===== src/inc/trib_pkg.sv =====
// Purpose: Shared constants and carriers for the tributary command handler
// Assumes: Request keys are octal codes as seen by the host
// Notes: Octal 20 and 21 are 8'h10 and 8'h11
package trib_pkg;
  localparam int unsigned ADDR_W = 8;
  localparam int unsigned SLOTS = 12;
  localparam logic [7:0] KEY_NOP = 8'h00;
  localparam logic [7:0] KEY_ESTABLISH = 8'h01;
  localparam logic [7:0] KEY_DELETE = 8'h02;
  localparam logic [7:0] KEY_STARTUP = 8'h03;
  localparam logic [7:0] KEY_MAINT = 8'h04;
  localparam logic [7:0] KEY_HALT = 8'h05;
  localparam logic [7:0] KEY_MODEM_SET = 8'h10;
  localparam logic [7:0] KEY_MODEM_GET = 8'h11;
  localparam logic [7:0] ERR_POOL_BUSY = 8'h88;
  localparam logic [7:0] ERR_BAD_STATE = 8'h89;
  localparam logic [7:0] ERR_NO_SLOT = 8'h8A;
  localparam logic [7:0] MODEM_RESET = 8'h00;
  localparam logic [3:0] STARTUP_CYCLES = 4'h8;

  typedef enum logic [1:0] {ST_HALT, ST_STARTING, ST_RUN, ST_MAINT} trib_state_e;

  typedef struct packed {
    logic [7:0] key;
    logic [7:0] tributary_address_byte;
    logic [7:0] modem_data_byte;
    logic [7:0] command_option_byte;
  } command_s;

  typedef enum logic [1:0] {RSP_NONE, RSP_CONTROL, RSP_INFO, RSP_ERROR} resp_kind_e;

  typedef struct packed {
    resp_kind_e kind;
    logic [7:0] address;
    logic [7:0] code;
    logic [7:0] response_word_four;
  } response_s;
endpackage


===== src/logic/trib_cmd.sv =====
// Purpose: Interprets control command request keys for up to twelve tributaries
// Assumes: Host raises cmd_valid for one cycle with the command fields stable
// Notes: Start-up handshake with the far station is modelled by a fixed delay
//
// How it works
// - Key 02 discards the addressed tributary status slot.
// - A deleted slot returns only through an establish command.
// - At most twelve addresses are established at once.
// - Key 03 initialises the slot and begins link start-up.
// - Finished start-up posts a run-state control response unless a host command answers in the same cycle.
// - Key 04 puts the tributary into maintenance state.
// - In maintenance only maintenance messages pass for that tributary.
// - Maintenance traffic needs both ends in maintenance state.
// - Key 05 halts the tributary and returns its outstanding buffers.
// - A halted tributary at the control station is not polled.
// - A halted tributary station stops answering polls.
// - Halting leaves the status slot intact for later restart.
// - Halt with address zero returns every common-pool buffer.
// - Global halt with the pool busy reports procedural error 136.
// - Code 20 writes the modem-data byte into the modem register.
// - Code 21 returns the modem register in response word four.
// - Key 01 creates a status slot for the given address.
`timescale 1ns/1ps
module trib_cmd #(
  parameter int unsigned NSLOT = trib_pkg::SLOTS
) (
  // Clock and reset
  input wire logic clock,
  input wire logic rst,
  // Host command
  input wire logic cmd_valid,
  input wire trib_pkg::command_s cmd,
  // Station role and link status
  input wire logic is_control_station,
  input wire logic pool_in_use,
  input wire logic far_end_maint,
  input wire logic [7:0] poll_address,
  // Responses
  output trib_pkg::response_s resp,
  output logic resp_valid,
  // Buffer return
  output logic return_buffers,
  output logic [7:0] return_address,
  output logic return_pool,
  // Link control
  output logic poll_enable,
  output logic answer_poll,
  output logic data_allowed,
  output logic maint_allowed,
  output logic [7:0] modem_reg
);
  logic [NSLOT-1:0] used_r, used_nxt;
  logic [7:0] addr_r [NSLOT];
  logic [7:0] addr_nxt [NSLOT];
  trib_pkg::trib_state_e st_r [NSLOT];
  trib_pkg::trib_state_e st_nxt [NSLOT];
  logic [3:0] tmr_r [NSLOT];
  logic [3:0] tmr_nxt [NSLOT];
  trib_pkg::response_s resp_r, resp_nxt;
  logic resp_valid_r, resp_valid_nxt;
  logic ret_r, ret_nxt, pool_r, pool_nxt;
  logic [7:0] ret_addr_r, ret_addr_nxt, modem_r, modem_nxt;

  function automatic int find_slot(input logic [NSLOT-1:0] used, input logic [7:0] a,
                                   input logic [7:0] tbl [NSLOT]);
    int hit;
    hit = -1;
    for (int i = 0; i < NSLOT; i++)
    begin
      if (used[i] && tbl[i] == a && hit < 0)
        hit = i;
    end
    return hit;
  endfunction

  function automatic int find_free(input logic [NSLOT-1:0] used);
    int hit;
    hit = -1;
    for (int i = NSLOT - 1; i >= 0; i--)
    begin
      if (!used[i])
        hit = i;
    end
    return hit;
  endfunction

  int hit, cmd_hit, poll_hit, freeslot;
  logic [7:0] a;

  always_comb
  begin
    used_nxt = used_r;
    addr_nxt = addr_r;
    st_nxt = st_r;
    tmr_nxt = tmr_r;
    resp_nxt = resp_r;
    resp_valid_nxt = 1'b0;
    ret_nxt = 1'b0;
    pool_nxt = 1'b0;
    ret_addr_nxt = ret_addr_r;
    modem_nxt = modem_r;
    hit = -1;
    freeslot = -1;
    a = cmd.tributary_address_byte;
    // Start-up completion posts the run response
    for (int i = 0; i < NSLOT; i++)
    begin
      if (used_r[i] && st_r[i] == trib_pkg::ST_STARTING)
      begin
        if (tmr_r[i] == 4'h1)
        begin
          st_nxt[i] = trib_pkg::ST_RUN;
          resp_valid_nxt = 1'b1;
          resp_nxt = '{trib_pkg::RSP_CONTROL, addr_r[i], 8'h00, 8'h00};
        end
        tmr_nxt[i] = tmr_r[i] - 4'h1;
      end
    end
    // A host command that answers takes the response slot over a completion in the same cycle
    if (cmd_valid)
    begin
      hit = find_slot(used_r, a, addr_r);
      freeslot = find_free(used_r);
      unique case (cmd.key)
        trib_pkg::KEY_ESTABLISH:
        begin
          if (hit < 0 && freeslot >= 0)
          begin
            used_nxt[freeslot] = 1'b1;
            addr_nxt[freeslot] = a;
            st_nxt[freeslot] = trib_pkg::ST_HALT;
            tmr_nxt[freeslot] = 4'h0;
          end
          else if (hit < 0)
          begin
            resp_valid_nxt = 1'b1;
            resp_nxt = '{trib_pkg::RSP_ERROR, a, trib_pkg::ERR_NO_SLOT, 8'h00};
          end
        end
        trib_pkg::KEY_DELETE, trib_pkg::KEY_STARTUP, trib_pkg::KEY_MAINT:
        begin
          if (hit < 0 || st_r[hit] != trib_pkg::ST_HALT)
          begin
            resp_valid_nxt = 1'b1;
            resp_nxt = '{trib_pkg::RSP_ERROR, a, trib_pkg::ERR_BAD_STATE, 8'h00};
          end
          else if (cmd.key == trib_pkg::KEY_DELETE)
          begin
            // discard slot; only establish recreates it
            used_nxt[hit] = 1'b0;
          end
          else if (cmd.key == trib_pkg::KEY_STARTUP)
          begin
            st_nxt[hit] = trib_pkg::ST_STARTING;
            tmr_nxt[hit] = trib_pkg::STARTUP_CYCLES;
          end
          else
          begin
            st_nxt[hit] = trib_pkg::ST_MAINT;
          end
        end
        trib_pkg::KEY_HALT:
        begin
          if (a == 8'h00)
          begin
            if (pool_in_use)
            begin
              resp_valid_nxt = 1'b1;
              resp_nxt = '{trib_pkg::RSP_ERROR, a, trib_pkg::ERR_POOL_BUSY, 8'h00};
            end
            else
            begin
              pool_nxt = 1'b1;
            end
          end
          else if (hit >= 0)
          begin
            // halt and return buffers; slot kept
            st_nxt[hit] = trib_pkg::ST_HALT;
            tmr_nxt[hit] = 4'h0;
            ret_nxt = 1'b1;
            ret_addr_nxt = a;
          end
          else
          begin
            resp_valid_nxt = 1'b1;
            resp_nxt = '{trib_pkg::RSP_ERROR, a, trib_pkg::ERR_BAD_STATE, 8'h00};
          end
        end
        trib_pkg::KEY_MODEM_SET:
          modem_nxt = cmd.modem_data_byte;
        trib_pkg::KEY_MODEM_GET:
        begin
          resp_valid_nxt = 1'b1;
          resp_nxt = '{trib_pkg::RSP_INFO, a, 8'h00, modem_r};
        end
        default:
        begin
        end
      endcase
    end
  end

  always_ff @(posedge clock)
  begin
    if (rst)
    begin
      used_r <= '0;
      for (int i = 0; i < NSLOT; i++)
      begin
        addr_r[i] <= 8'h00;
        st_r[i] <= trib_pkg::ST_HALT;
        tmr_r[i] <= 4'h0;
      end
      resp_r <= '{trib_pkg::RSP_NONE, 8'h00, 8'h00, 8'h00};
      resp_valid_r <= 1'b0;
      ret_r <= 1'b0;
      pool_r <= 1'b0;
      ret_addr_r <= 8'h00;
      modem_r <= trib_pkg::MODEM_RESET;
    end
    else
    begin
      used_r <= used_nxt;
      addr_r <= addr_nxt;
      st_r <= st_nxt;
      tmr_r <= tmr_nxt;
      resp_r <= resp_nxt;
      resp_valid_r <= resp_valid_nxt;
      ret_r <= ret_nxt;
      pool_r <= pool_nxt;
      ret_addr_r <= ret_addr_nxt;
      modem_r <= modem_nxt;
    end
  end

  // Link gating for the tributary currently offered by the poller
  always_comb
  begin
    poll_hit = find_slot(used_r, poll_address, addr_r);
    cmd_hit = poll_hit;
    poll_enable = is_control_station && poll_hit >= 0 && st_r[poll_hit] != trib_pkg::ST_HALT;
    answer_poll = !is_control_station && poll_hit >= 0 && st_r[poll_hit] != trib_pkg::ST_HALT;
    maint_allowed = cmd_hit >= 0 && st_r[cmd_hit] == trib_pkg::ST_MAINT && far_end_maint;
    data_allowed = cmd_hit >= 0 && st_r[cmd_hit] == trib_pkg::ST_RUN;
  end

  assign resp = resp_r;
  assign resp_valid = resp_valid_r;
  assign return_buffers = ret_r;
  assign return_address = ret_addr_r;
  assign return_pool = pool_r;
  assign modem_reg = modem_r;
endmodule


===== config.mk =====
export PLATFORM = sky130hd
export DESIGN_NAME = trib_cmd
export DESIGN_NICKNAME = d
export VERILOG_FILES = /design/src/inc/trib_pkg.sv /design/src/logic/trib_cmd.sv
export SDC_FILE = /design/constraint.sdc
export NUM_CORES = 1
export LEC_CHECK = 0
export BUFFER_PORTS_ARGS = -buffer_cell sky130_fd_sc_hd__clkbuf_2
export CORE_MARGIN = 2
export CORE_UTILIZATION = 56
export DETAILED_ROUTE_END_ITERATION = 6
export HOLD_SLACK_MARGIN = 0.15
export PLACE_DENSITY = 0.78
export SLEW_MARGIN = 10
export SYNTH_ARGS = -nofsm -noshare
export SYNTH_HDL_FRONTEND = slang
export SYNTH_SLANG_ARGS = --single-unit

===== constraint.sdc =====
create_clock -name clock -period 5.63 [get_ports clock]
set_clock_uncertainty 0.2 [all_clocks]
set_input_delay 1.689 -clock clock [delete_from_list [all_inputs] [get_ports clock]]
set_output_delay 1.689 -clock clock [all_outputs]
set_load 0.05 [all_outputs]

* Word-level counts from Yosys, hierarchy flattened
Index checks and enable logic that the tools add are counted.
** Cells by class
- Bitwise operators :: 24
- Equality and inequality tests :: 60
- Reduce and logical (&&, ||, !) cells :: 83
- $add $sub $neg :: 12
- Multiplexer cells :: 192
- Magnitude comparators :: 35
** Operator list (count)
- two-way mux 32 bit :: 49
- two-way mux 26 bit :: 31
- < comparator 32 x 1 -> 1 bit, second input constant :: 25
- two-way mux 48 bit :: 7
- equality test 8 bit :: 24
- two-way mux 24 bit :: 7
- greater-or-equal comparator 32 x 1 -> 1 bit, second input constant :: 5
- case mux 48 bit (3 select lines) :: 1
- case mux 26 bit (4 select lines) :: 1
- AND 48 bit :: 2
- bitwise mux 96 bit :: 1
- greater-or-equal comparator 32 x 5 -> 1 bit, second input constant :: 3
- NOT 32 bit :: 3
- NOT 48 bit :: 2
- case mux 24 bit (3 select lines) :: 1
- logical AND 1 bit :: 70
- < comparator 32 x 6 -> 1 bit, second input constant :: 2
- two-way mux 2 bit :: 30
- two-way mux 4 bit :: 14
- AND 24 bit :: 2
- equality test 4 x 1 -> 1 bit, second input constant :: 12
- NOT 24 bit :: 2
- subtractor 4 x 1 -> 4 bit, second input constant :: 12
- AND 36 bit :: 1
- other kinds (33) :: 99
** Storage, ports and cells
- Input port bits :: 46
- Output and inout port bits :: 49
- Bits in registers :: 225
- Logic and storage cells :: 452

* Longest topological paths before layout
Gate-level depths: netlist (run 1).
- Depth after elaboration :: 60
- Gate-level depth with buffers :: 16
- Gate-level depth less buffers :: 13

* Worst setup path before layout (run 1)
Ideal clock, no wire load.
- Path kind :: input-to-output
- From :: input port poll_address[6]
- To :: output port poll_enable
- Arrival time :: 4.603 ns
- Setup slack :: -0.862 ns
- Stages on the path :: 13
- Cells stage by stage :: buf_2 > xor2_1 > nor3_1 > nand4_1 > nor4b_1 > nand3_1 > o221ai_2 > mux2i_1 > mux2i_1 > a21oi_1 > a21oi_1 > nor2_1 > nor2b_1
** Between the ends
- Cells in the longest elaborated chain, start to end :: 42
- Elaborated cells on any way between the ends :: 66
** Ends and longest elaborated chain
- start, declared :: line trib_cmd.sv:37 : input wire logic [7:0] poll_address,
- equality test 8 bit :: line trib_cmd.sv:70 : if (used[i] && tbl[i] == a && hit < 0)
- logical AND 1 bit :: line trib_cmd.sv:70
- two-way mux 32 bit :: line trib_cmd.sv:70
- < comparator 32 x 1 -> 1 bit :: line trib_cmd.sv:70
- logical AND 1 bit :: line trib_cmd.sv:70
- two-way mux 32 bit :: line trib_cmd.sv:70
- < comparator 32 x 1 -> 1 bit :: line trib_cmd.sv:70
- logical AND 1 bit :: line trib_cmd.sv:70
- [22 not listed]
- < comparator 32 x 1 -> 1 bit :: line trib_cmd.sv:70
- logical AND 1 bit :: line trib_cmd.sv:70
- two-way mux 32 bit :: line trib_cmd.sv:70
- < comparator 32 x 1 -> 1 bit :: line trib_cmd.sv:70
- logical AND 1 bit :: line trib_cmd.sv:70
- two-way mux 32 bit * :: line trib_cmd.sv:70
- branches (longest 5 deep; another with greater-or-equal comparator 32 x 1 -> 1 bit)
- logical AND 1 bit * :: line trib_cmd.sv:242 : poll_enable = is_control_station && poll_hit >= 0 && st_r[poll_hit] != trib_pkg::ST_HALT;
- end, declared :: line trib_cmd.sv:46 : output logic poll_enable,
Every way passes the cells marked *. The select of a mux whose other input is x is not followed.

* Final worst setup path (run 1)
- From :: input port poll_address[4]
- To :: output port maint_allowed
** Between the ends
- Cells in the longest elaborated chain, start to end :: 43
- Elaborated cells on any way between the ends :: 66
** Ends and longest elaborated chain
- equality test 8 bit :: line trib_cmd.sv:70
- logical AND 1 bit :: line trib_cmd.sv:70
- two-way mux 32 bit :: line trib_cmd.sv:70
- < comparator 32 x 1 -> 1 bit :: line trib_cmd.sv:70
- logical AND 1 bit :: line trib_cmd.sv:70
- two-way mux 32 bit :: line trib_cmd.sv:70
- < comparator 32 x 1 -> 1 bit :: line trib_cmd.sv:70
- logical AND 1 bit :: line trib_cmd.sv:70
- [22 not listed]
- < comparator 32 x 1 -> 1 bit :: line trib_cmd.sv:70
- logical AND 1 bit :: line trib_cmd.sv:70
- two-way mux 32 bit :: line trib_cmd.sv:70
- < comparator 32 x 1 -> 1 bit :: line trib_cmd.sv:70
- logical AND 1 bit :: line trib_cmd.sv:70
- two-way mux 32 bit * :: line trib_cmd.sv:70
- branches (longest 5 deep; another with greater-or-equal comparator 32 x 1 -> 1 bit)
- logical AND 1 bit * (2 in series) :: line trib_cmd.sv:244 : maint_allowed = cmd_hit >= 0 && st_r[cmd_hit] == trib_pkg::ST_MAINT && far_end_maint;
- end, declared :: line trib_cmd.sv:49 : output logic maint_allowed,
Marked as above.

==> flow_summary.json, run 1 <==
{
  "ys_ff_latch": 225,
  "element_type_at_the_critical_path_start": "input port",
  "fraction_of_layout_instances_using_a_drive_strength_above_1_pct": 19.7,
  "grt-ovfl-total": 0,
  "seq_area_frac_synth_pct": 31.7,
  "avgSynthCellArea_um2": 8.09,
  "yosys_warnings": 0,
  "flip_flop_count_of_the_largest_register_all_copies_and_words_added": 96,
  "area_growth_pct": 22.7,
  "design.die.area_mm2": 0.0267,
  "core-area_mm2": 0.0250,
  "setup_repair_after_global_routing_missed_its_margin": "true",
  "dieWidth_um": 163,
  "ys_dominant_reg_cell": "sky130_fd_sc_hd__dfxtp_1",
  "clk_pin_slew_worst_paths_ps": 60,
  "cell_mode_on_critical_path": "sky130_fd_sc_hd__mux2i_1",
  "viasPerCell": 6.35,
  "route.vias.total": 14600,
  "initial_drc_count": 1781,
  "timing.slew.headroom_pct": 29.6,
  "final_setup_viols": 4,
  "worst_hold_slack_ps": 252,
  "post_synth_instance_area_mm2": 0.0142,
  "syn-instance-count": 1758,
  "timing.final.hold_violations": 0,
  "clk_root_buffer_cell": "sky130_fd_sc_hd__clkbuf_16",
  "status": "finished, violations left",
  "floorplan.die.height_um": 163,
  "clkLatencyLatePin_ps": 550,
  "post_synth_num_cell_types": 80,
  "finalCritPeriodShare_pct": 114,
  "final_period_demand_of_the_worst_path_ps": 6430,
  "finalNetCount": 2020,
  "cts.path.max_buffers": 3,
  "numPortBuffers": 86,
  "worst_slew_pin_slew_ps": 1050,
  "crit_fanout": 5,
  "groute.usage.overall_pct": 36.9,
  "postSynth.asyncResetShare_pct": 0,
  "synth_nets": 1828,
  "grt_pass1_vias": 14000,
  "total_power_uw": 3650,
  "detailedPlace.worstSlack_ps": -876,
  "critical_path_required_ps": 3740,
  "tns_ps": -3170,
  "grt_max_degree": 73,
  "crit_path_start": "poll_address[4]",
  "detail-route-antenna-nets": 0,
  "commonest_cells_after_routing_fill_and_taps_aside": "242 x sky130_fd_sc_hd__nor2_1, 225 x sky130_fd_sc_hd__dfxtp_1, 162 x sky130_fd_sc_hd__xnor2_1",
  "drt_pass_1_iters": 7,
  "deepest_level_of_the_cts_h_tree": 1,
  "fin_ws_ps": -800,
  "place_congestion": 1.05,
  "layout.filler_cells": 1995,
  "drt_drc_violations_left": 0,
  "element_type_at_the_critical_path_end": "primary output",
  "initial_antenna_violation_count": 0,
  "cts_tree": "yes",
  "dpl.hpwl_um": 37700,
  "boundaryPins": 95,
  "maximum_capacitance_violations": 0,
  "hold_path.startpoint": "resp[15]$_SDFF_PP0_",
  "power_per_cell_area_mw_per_mm2": 209,
  "source_of_the_worst_register_to_register_timing_path": "used_r[0]$_SDFFE_PP0P_",
  "synth-edff-count": 0,
  "starting_density_of_the_core_pct": 56.8,
  "first_pass_grt_wire_length_um": 77100,
  "critical_path.cell_chain": "clkbuf_16, buf_8, xnor2_2, nand4_1, nor4_2, buf_4, nor2b_4, o31a_1, o21ai_4, buf_6, mux2i_1, mux2i_1, mux2i_1, a21oi_2, and3_4, buf_12",
  "wl_final_um": 50100,
  "final_common_cell": "sky130_fd_sc_hd__nor2_1",
  "leakage_power_total_uw": 0.00695,
  "antenna_diodes": 0,
  "critPathKind": "in -> out",
  "max_freq_mhz": 156,
  "cp_data_arrival_time_ps": 4540,
  "routedWlPerCell_um": 21.8,
  "numClockSinks": 225,
  "placementRows": 58,
  "worst_path_largest_cell_delay_ps": 330,
  "holdBufCountCts": 0,
  "peakVddDrop_v": 0.000317,
  "drv_slew": 0,
  "slowest_stage": "sky130_fd_sc_hd__o31a_1",
  "violations": "setup timing",
  "numCtsBuffers": 26,
  "regMostFlops": "addr_r",
  "timing.hold.worst.class": "reg -> reg"
}
==> per-stage QoR <==
| stage | std cells | instance area, um^2 | util [%] |
|---|---|---|---|
| after global routing | 2298 | 17400 | 69.7 |
| final | 2298 | 17400 | 69.7 |
| after detailed placement | 2239 | 16200 | 64.8 |
| after global placement | 2239 | 16200 | 64.8 |
| after floorplan | 1758 | 14400 | - |
| after CTS | 2293 | 17300 | 69.3 |
==> logic make-up (layout without fill, tap and decap cells) <==
kind of cell / Yosys count / after routing / synth area share, %
mux: 134 / 134 / 9.47
compound gates: 309 / 309 / 14.0
flops: 225 / 225 / 31.7
xor+xnor: 225 / 225 / 13.9
simple gates: 697 / 697 / 24.3
buf+inv: 144 / 354 / 4.54
fa+ha+maj: 24 / 24 / 2.11
==> cells in the mapped netlist (6+ instances only) <==
cell	instances	area share (%)
sky130_fd_sc_hd__and3_1	17	0.75
sky130_fd_sc_hd__clkbuf_1	60	1.6
sky130_fd_sc_hd__nor4b_1	11	0.68
sky130_fd_sc_hd__mux2i_1	133	9.4
sky130_fd_sc_hd__o21ai_0	54	1.9
sky130_fd_sc_hd__o221ai_1	8	0.49
sky130_fd_sc_hd__a21oi_1	113	4.0
sky130_fd_sc_hd__xnor2_1	170	10
sky130_fd_sc_hd__buf_4	15	0.79
sky130_fd_sc_hd__nand3_1	64	2.3
sky130_fd_sc_hd__a221oi_1	9	0.55
sky130_fd_sc_hd__and2_1	8	0.35
sky130_fd_sc_hd__o211ai_1	8	0.42
sky130_fd_sc_hd__nor4_1	33	1.5
sky130_fd_sc_hd__a31oi_1	16	0.70
sky130_fd_sc_hd__a22oi_1	6	0.32
sky130_fd_sc_hd__nor2_1	244	6.4
sky130_fd_sc_hd__nand4_1	36	1.6
sky130_fd_sc_hd__nand3b_1	9	0.48
sky130_fd_sc_hd__a21o_1	6	0.32
sky130_fd_sc_hd__inv_1	48	1.3
sky130_fd_sc_hd__nor3_1	61	2.1
sky130_fd_sc_hd__a211oi_1	29	1.5
sky130_fd_sc_hd__xor2_1	55	3.4
sky130_fd_sc_hd__or4b_2	10	0.70
sky130_fd_sc_hd__or2_2	9	0.40
sky130_fd_sc_hd__nor2b_1	11	0.48
sky130_fd_sc_hd__ha_1	24	2.1
sky130_fd_sc_hd__o22ai_1	10	0.44
sky130_fd_sc_hd__buf_2	15	0.53
sky130_fd_sc_hd__dfxtp_1	225	32
sky130_fd_sc_hd__or3_1	15	0.66
sky130_fd_sc_hd__nand2b_1	7	0.31
sky130_fd_sc_hd__nand2_1	134	3.5
==> cell type report <==
type	count	area [um^2]	share of cell area [%]
timing repair buffer	260	2110	12.1
sequential	225	4500	25.8
clock buffer	34	721	4.13
multi-input combinational	1389	9320	53.5
tap	330	413	2.37
inverter	48	180	1.03
clock inverter	12	186	1.07
==> metal layers <==
metal / global-route usage, % / up-vias / part of all wire [%]
met1: 48.8 / 6905 / 39
met4: 17.1 / 0 / 5.2
li1: - / 6585 / -
met2: 58.3 / 891 / 45
met5: 0 / - / 0
met3: 6.65 / 201 / 10
==> power breakdown <==
group	switching, uW	internal, uW	leakage (uW)
clock network	707	1090	0.000440
logic	153	108	0.00470
registers	0.313	1590	0.00181
==> critical path, delay by kind of cell <==
kind,cells,cell delay [ps]
AOI/OAI and AO/OA,3,830
xor gates and xnor gates,1,130
buffers and inverters,5,770
muxes,3,420
and+or+nand+nor,4,690
==> path summary, 6_finish.rpt <==
kind	to	slack, ps	cells past startpoint
max	maint_allowed	-800	16
min	resp[15]$_SDFF_PP0_	250	2
min reg2reg	resp[15]$_SDFF_PP0_	250	2
max reg2reg	resp[20]$_SDFF_PP0_	1420	13
==> timing repair <==
item	4_1_cts	5_1_grt
gates resized for setup	32	15
setup endpoints to repair	4	4
gates cloned	0	1
hold endpoints to repair	0	0
buffers inserted	8	5
pin swaps	17	11
No activity file was read; power rests on OpenSTA's default activity.
==> inputs of run 2 (changes only) <==
CORE_UTILIZATION = 55   (was 56)
PLACE_DENSITY = 0.76   (was 0.78)
==> run 2 against run 1 <==
The run still ends with setup timing left. Global-route usage shrank 0.50 points. Fmax about the same. Combinational power increased by 5%. Design area grew 0.31%. Sequential power barely moved. Non-clock buffer count up 25. Largest power group unchanged. Via count down 0.23%. First-iteration DRC count is 10% lower.
==> flow_summary.json, run 2 (synthesis gave the netlist of run 1 again) <==
{
  "status": "finished, violations left",
  "violations": "setup timing",
  "leakage_power_total_uw": 0.00702,
  "deepest_level_of_the_cts_h_tree": 1,
  "clkLatencyLatePin_ps": 550,
  "setup_repair_after_global_routing_missed_its_margin": "true",
  "routedWlPerCell_um": 21.8,
  "worst_hold_slack_ps": 260,
  "numCtsBuffers": 25,
  "hold_path.startpoint": "return_address[5]$_SDFFE_PP0P_",
  "critPathKind": "in -> out",
  "starting_density_of_the_core_pct": 56.3,
  "clk_pin_slew_worst_paths_ps": 60,
  "maximum_capacitance_violations": 0,
  "finalNetCount": 2044,
  "p_seq_share_pct": 45.3,
  "share_comb_of_total_power_pct": 7.8,
  "wl_final_um": 50700,
  "grt_pass1_vias": 13600,
  "cp_data_arrival_time_ps": 4540,
  "detailedPlace.worstSlack_ps": -900,
  "power_frac_clock_pct": 46.9,
  "core-area_mm2": 0.0253,
  "detail-route-antenna-nets": 0,
  "element_type_at_the_critical_path_end": "primary output",
  "boundaryPins": 95,
  "max_freq_mhz": 155,
  "route.vias.total": 14500,
  "drt_pass_1_iters": 6,
  "floorplan.die.height_um": 165,
  "critical_path_required_ps": 3740,
  "place_congestion": 1.03,
  "timing.slew.headroom_pct": 39.6,
  "crit-reg2reg-capture": "resp[20]$_SDFF_PP0_",
  "cts.path.max_buffers": 3,
  "viasPerCell": 6.27,
  "peakVddDrop_v": 0.000282,
  "groute.usage.overall_pct": 36.4,
  "design.die.area_mm2": 0.0271,
  "commonest_cells_after_routing_fill_and_taps_aside": "242 x sky130_fd_sc_hd__nor2_1, 225 x sky130_fd_sc_hd__dfxtp_1, 177 x sky130_fd_sc_hd__buf_4",
  "finalCritPeriodShare_pct": 114,
  "grt-ovfl-total": 0,
  "final_setup_viols": 4,
  "initial_antenna_violation_count": 0,
  "dieWidth_um": 165,
  "first_pass_grt_wire_length_um": 76300,
  "final_period_demand_of_the_worst_path_ps": 6430,
  "drt_drc_violations_left": 0,
  "regMostFlops": "addr_r",
  "source_of_the_worst_register_to_register_timing_path": "used_r[0]$_SDFFE_PP0P_",
  "timing.final.hold_violations": 0,
  "finish.utilization_pct": 69.3,
  "numClockSinks": 225,
  "timing.reg2reg.worst_path_depth": 13,
  "grt_max_degree": 111,
  "area_growth_pct": 23.0,
  "drv_slew": 0,
  "dpl.hpwl_um": 37800,
  "fraction_of_layout_instances_using_a_drive_strength_above_1_pct": 20.7,
  "whs_endpoint": "return_address[5]$_SDFFE_PP0P_",
  "power_per_cell_area_mw_per_mm2": 201,
  "placementRows": 58,
  "worst_hold_path.num_cells": 2,
  "fin_ws_ps": -804,
  "netSwitchingPower_uw": 854,
  "switching_part_of_the_total_power_pct": 24.3,
  "numPortBuffers": 86,
  "clk_root_buffer_cell": "sky130_fd_sc_hd__clkbuf_16",
  "cts_tree": "yes",
  "r2r_setup_slack_ps": 1400,
  "antenna_diodes": 0,
  "timing.hold.worst.class": "reg -> reg",
  "layout.filler_cells": 2056,
  "power_report.internal_total_uw": 2660,
  "worst_slew_pin_slew_ps": 904,
  "final_common_cell": "sky130_fd_sc_hd__nor2_1",
  "crit_fanout": 10,
  "flip_flop_count_of_the_largest_register_all_copies_and_words_added": 96,
  "initial_drc_count": 1601,
  "element_type_at_the_critical_path_start": "input port"
}
==> run 2: metrics by stage <==
step | cell area, um^2 | std cells | setup TNS [ps] | power [uW]
after global routing | 17500 | 2322 | -3440 | 3590
final | 17500 | 2322 | -3170 | 3510
after global placement | 16200 | 2250 | -3140 | 1870
after CTS | 17300 | 2304 | -2620 | 3500
after floorplan | 14400 | 1758 | -833 | 1780
after detailed placement | 16200 | 2250 | -3400 | 1870
==> run 2: layer usage <==
| layer | vias up | routed length [um] | part of all wire [%] | track usage (%) |
|---|---|---|---|---|
| li1 | 6656 | - | - | - |
| met1 | 6876 | 20400 | 40 | 48.4 |
| met2 | 838 | 22700 | 45 | 58.0 |
| met3 | 179 | 5020 | 9.9 | 5.95 |
| met4 | 0 | 2670 | 5.3 | 16.5 |
| met5 | - | 0 | 0 | 0 |
==> run 2: power groups by stage <==
stage / sequential [uW] / clock [uW] / combinational, uW
2_1_floorplan: 1630 / 0 / 151
3_3_place_gp: 1630 / 0 / 239
3_5_place_dp: 1630 / 0 / 241
4_1_cts: 1590 / 1660 / 254
5_1_grt: 1590 / 1720 / 285
6_report: 1590 / 1650 / 274
==> run 2: repair_timing <==
action                                  in CTS  in global routing
gates cloned                                 0                  0
gates resized for setup                     32                 18
pin swaps                                   17                 15
setup buffers                                9                 18
hold buffers                                 0                  0
endpoints found under the setup margin       4                  4
==> run 2: critical path: stages <==
cell	delay, ps
sky130_fd_sc_hd__buf_12	130
sky130_fd_sc_hd__xor2_1	140
sky130_fd_sc_hd__nor4_1	360
sky130_fd_sc_hd__nand4_1	240
sky130_fd_sc_hd__nor2b_4	200
sky130_fd_sc_hd__o31a_1	290
sky130_fd_sc_hd__o21ai_1	130
sky130_fd_sc_hd__buf_4	190
sky130_fd_sc_hd__buf_4	130
sky130_fd_sc_hd__mux2i_1	60
sky130_fd_sc_hd__mux2i_1	200
sky130_fd_sc_hd__mux2i_1	130
sky130_fd_sc_hd__a21oi_2	280
sky130_fd_sc_hd__and3_4	250
sky130_fd_sc_hd__buf_12	130
==> run 2: layout make-up <==
| type | instances | area (um^2) | area share (%) |
|---|---|---|---|
| Tap cell | 330 | 413 | 2.36 |
| Sequential cell | 225 | 4500 | 25.8 |
| Clock inverter | 13 | 134 | 0.765 |
| Clock buffer | 32 | 682 | 3.90 |
| Timing Repair Buffer | 285 | 2260 | 12.9 |
| Inverter | 48 | 180 | 1.03 |
| Multi-Input combinational cell | 1389 | 9320 | 53.3 |
==> run 2: worst max path at each step <==
| stage | slack, ps | from | endpoint |
|---|---|---|---|
| 2_1_floorplan | -250 | poll_address[4] | poll_enable |
| 5_1_grt | -880 | poll_address[2] | data_allowed |
| 3_3_place_gp | -860 | poll_address[1] | poll_enable |
| 6_report | -800 | poll_address[2] | maint_allowed |
| 4_1_cts | -670 | poll_address[6] | data_allowed |
| 3_5_place_dp | -900 | poll_address[2] | poll_enable |
==> inputs of run 3 (changes only) <==
REMOVE_ABC_BUFFERS = 1   (was unset)
==> run 3 against run 2 <==
The flow still finishes with violations (setup timing). Highest routed layer unchanged. Setup slack better by 120 ps. Combinational power rose by 2%. Design area down 0.85%. Clock-buffer cell count grew 3. Critical path depth is 2 higher. Power up 1.6%. Via count decreased by 0.42%. Sequential power hardly changed. Cell count shrank 0.99%. Clock power grew 3%.
==> flow_summary.json, run 3 (synthesis gave the netlist of run 1 again) <==
{
  "drv_slew": 0,
  "core-area_mm2": 0.0253,
  "timing.slew.headroom_pct": 31.2,
  "cts_tree": "yes",
  "crit_fanout": 11,
  "critical_path_required_ps": 3740,
  "finish.utilization_pct": 68.7,
  "dieWidth_um": 165,
  "starting_density_of_the_core_pct": 56.3,
  "final_area_mm2": 0.0173,
  "element_type_at_the_critical_path_end": "primary output",
  "deepest_level_of_the_cts_h_tree": 1,
  "clkLatencyLatePin_ps": 540,
  "initial_antenna_violation_count": 0,
  "leakage_power_total_uw": 0.00688,
  "critical_path.cell_chain": "clkbuf_2, buf_12, xnor2_2, nand4_1, nor4_4, nor2b_4, o31a_1, o21ai_2, buf_6, buf_6, mux2i_1, mux2i_1, mux2i_1, a21oi_2, nor2_2, nor2_1, clkbuf_8",
  "commonest_cells_after_routing_fill_and_taps_aside": "243 x sky130_fd_sc_hd__nor2_1, 225 x sky130_fd_sc_hd__dfxtp_1, 166 x sky130_fd_sc_hd__xnor2_1",
  "grt_pass1_vias": 13700,
  "cts.path.max_buffers": 3,
  "cp_data_arrival_time_ps": 4430,
  "place_area_mm2": 0.0162,
  "maximum_capacitance_violations": 0,
  "viasPerCell": 6.30,
  "slowest_stage": "sky130_fd_sc_hd__nor4_4",
  "regMostFlops": "addr_r",
  "design.die.area_mm2": 0.0271,
  "groute.usage.overall_pct": 37.6,
  "wl_final_um": 51600,
  "antenna_diodes": 0,
  "status": "finished, violations left",
  "crit_path_start": "poll_address[4]",
  "place_congestion": 1.06,
  "total_power_uw": 3570,
  "floorplan.die.height_um": 165,
  "finalCritPeriodShare_pct": 112,
  "worst_slew_pin_slew_ps": 1020,
  "crit-reg2reg-capture": "resp[20]$_SDFF_PP0_",
  "critPathKind": "in -> out",
  "element_type_at_the_critical_path_start": "input port",
  "layoutNonFillerInstCount": 2299,
  "final_common_cell": "sky130_fd_sc_hd__nor2_1",
  "cell_mode_on_critical_path": "sky130_fd_sc_hd__mux2i_1",
  "flip_flop_count_of_the_largest_register_all_copies_and_words_added": 96,
  "power_per_cell_area_mw_per_mm2": 206,
  "routedWlPerCell_um": 22.5,
  "clk_pin_slew_worst_paths_ps": 60,
  "placed_cells": 2241,
  "r2r_setup_slack_ps": 1410,
  "fin_ws_ps": -687,
  "numClockSinks": 225,
  "max_freq_mhz": 158,
  "critical_path_destination": "answer_poll",
  "numPortBuffers": 86,
  "worst_path_largest_cell_delay_ps": 320,
  "grt_max_degree": 65,
  "area_growth_pct": 22.0,
  "grt-ovfl-total": 0,
  "clk_root_buffer_cell": "sky130_fd_sc_hd__clkbuf_16",
  "final_setup_viols": 4,
  "layout.filler_cells": 2094,
  "peakVddDrop_v": 0.000253,
  "setup_repair_after_global_routing_missed_its_margin": "true",
  "hold_path.startpoint": "resp[15]$_SDFF_PP0_",
  "route.vias.total": 14500,
  "fraction_of_layout_instances_using_a_drive_strength_above_1_pct": 19.3,
  "numCtsBuffers": 25,
  "total_area_of_multi_input_combinational_cells_mm2": 0.00925,
  "finalNetCount": 2022,
  "timing.reg2reg.worst_path_depth": 13,
  "detail-route-antenna-nets": 0,
  "drt_pass_1_iters": 7,
  "final-seq-area_mm2": 0.00450,
  "violations": "setup timing",
  "drt_drc_violations_left": 0,
  "timing.hold.worst.class": "reg -> reg",
  "final_period_demand_of_the_worst_path_ps": 6320,
  "timing.final.hold_violations": 0,
  "first_pass_grt_wire_length_um": 78500,
  "placementRows": 58,
  "source_of_the_worst_register_to_register_timing_path": "used_r[0]$_SDFFE_PP0P_",
  "dpl.hpwl_um": 38500,
  "initial_drc_count": 1783,
  "boundaryPins": 95
}
-- run 3: power breakdown --
group          total (uW)  switching [uW]  internal (uW)  leakage (uW)
registers            1590           0.338           1590       0.00181
clock network        1700             693           1000      0.000398
logic                 279             160            119       0.00467
total                3570             853           2720       0.00688
-- run 3: worst max-delay path, delay by kind of cell --
family | cells | cell delay (ps)
AND/OR/NAND/NOR | 5 | 760
XOR/XNOR | 1 | 130
buffers and inverters | 5 | 740
AO/OA/AOI/OAI | 3 | 760
multiplexers | 3 | 350
-- run 3: metal layers --
metal	GRT usage, %	routed length (um)	vias up	part of all wire, %
li1	-	-	6599	-
met1	50.1	20900	6858	40
met2	59.2	22900	855	44
met3	6.30	5160	176	10
met4	18.0	2740	0	5.3
met5	0	0	-	0
-- run 3: timing repair --
item / 4_1_cts / 5_1_grt
hold buffers: 0 / 0
pin swaps: 8 / 11
setup buffers: 5 / 8
endpoints found under the setup margin: 4 / 4
gates resized for setup: 27 / 21
gates cloned: 0 / 1
-- run 3: worst min path at each step --
stage	slack, ps	endpoint	depth (start not counted)
after CTS	250	resp[15]$_SDFF_PP0_	2
after global routing	280	resp[10]$_SDFF_PP0_	1
after global placement	240	resp[15]$_SDFF_PP0_	2
after detailed placement	240	resp[15]$_SDFF_PP0_	2
after floorplan	260	st_r[10]$_SDFF_PP0_	2
final	250	resp[15]$_SDFF_PP0_	2
-- run 3: area by class of cell --
cell class	count	area share, %
clock buffers	35	4.05
clock inverters	9	0.736
well taps	330	2.38
repair buffers	263	12.5
inverters	48	1.04
flip-flops and latches	225	26.0
multi-input cells	1389	53.3
-- run 3: through the flow --
| stage | setup TNS [ps] | setup WS, ps | hold slack [ps] |
|---|---|---|---|
| after floorplan | -4780 | -1290 | 258 |
| after global placement | -3760 | -981 | 241 |
| after detailed placement | -3830 | -1000 | 244 |
| after CTS | -2560 | -662 | 253 |
| after global routing | -3060 | -795 | 281 |
| final | -2650 | -687 | 248 |
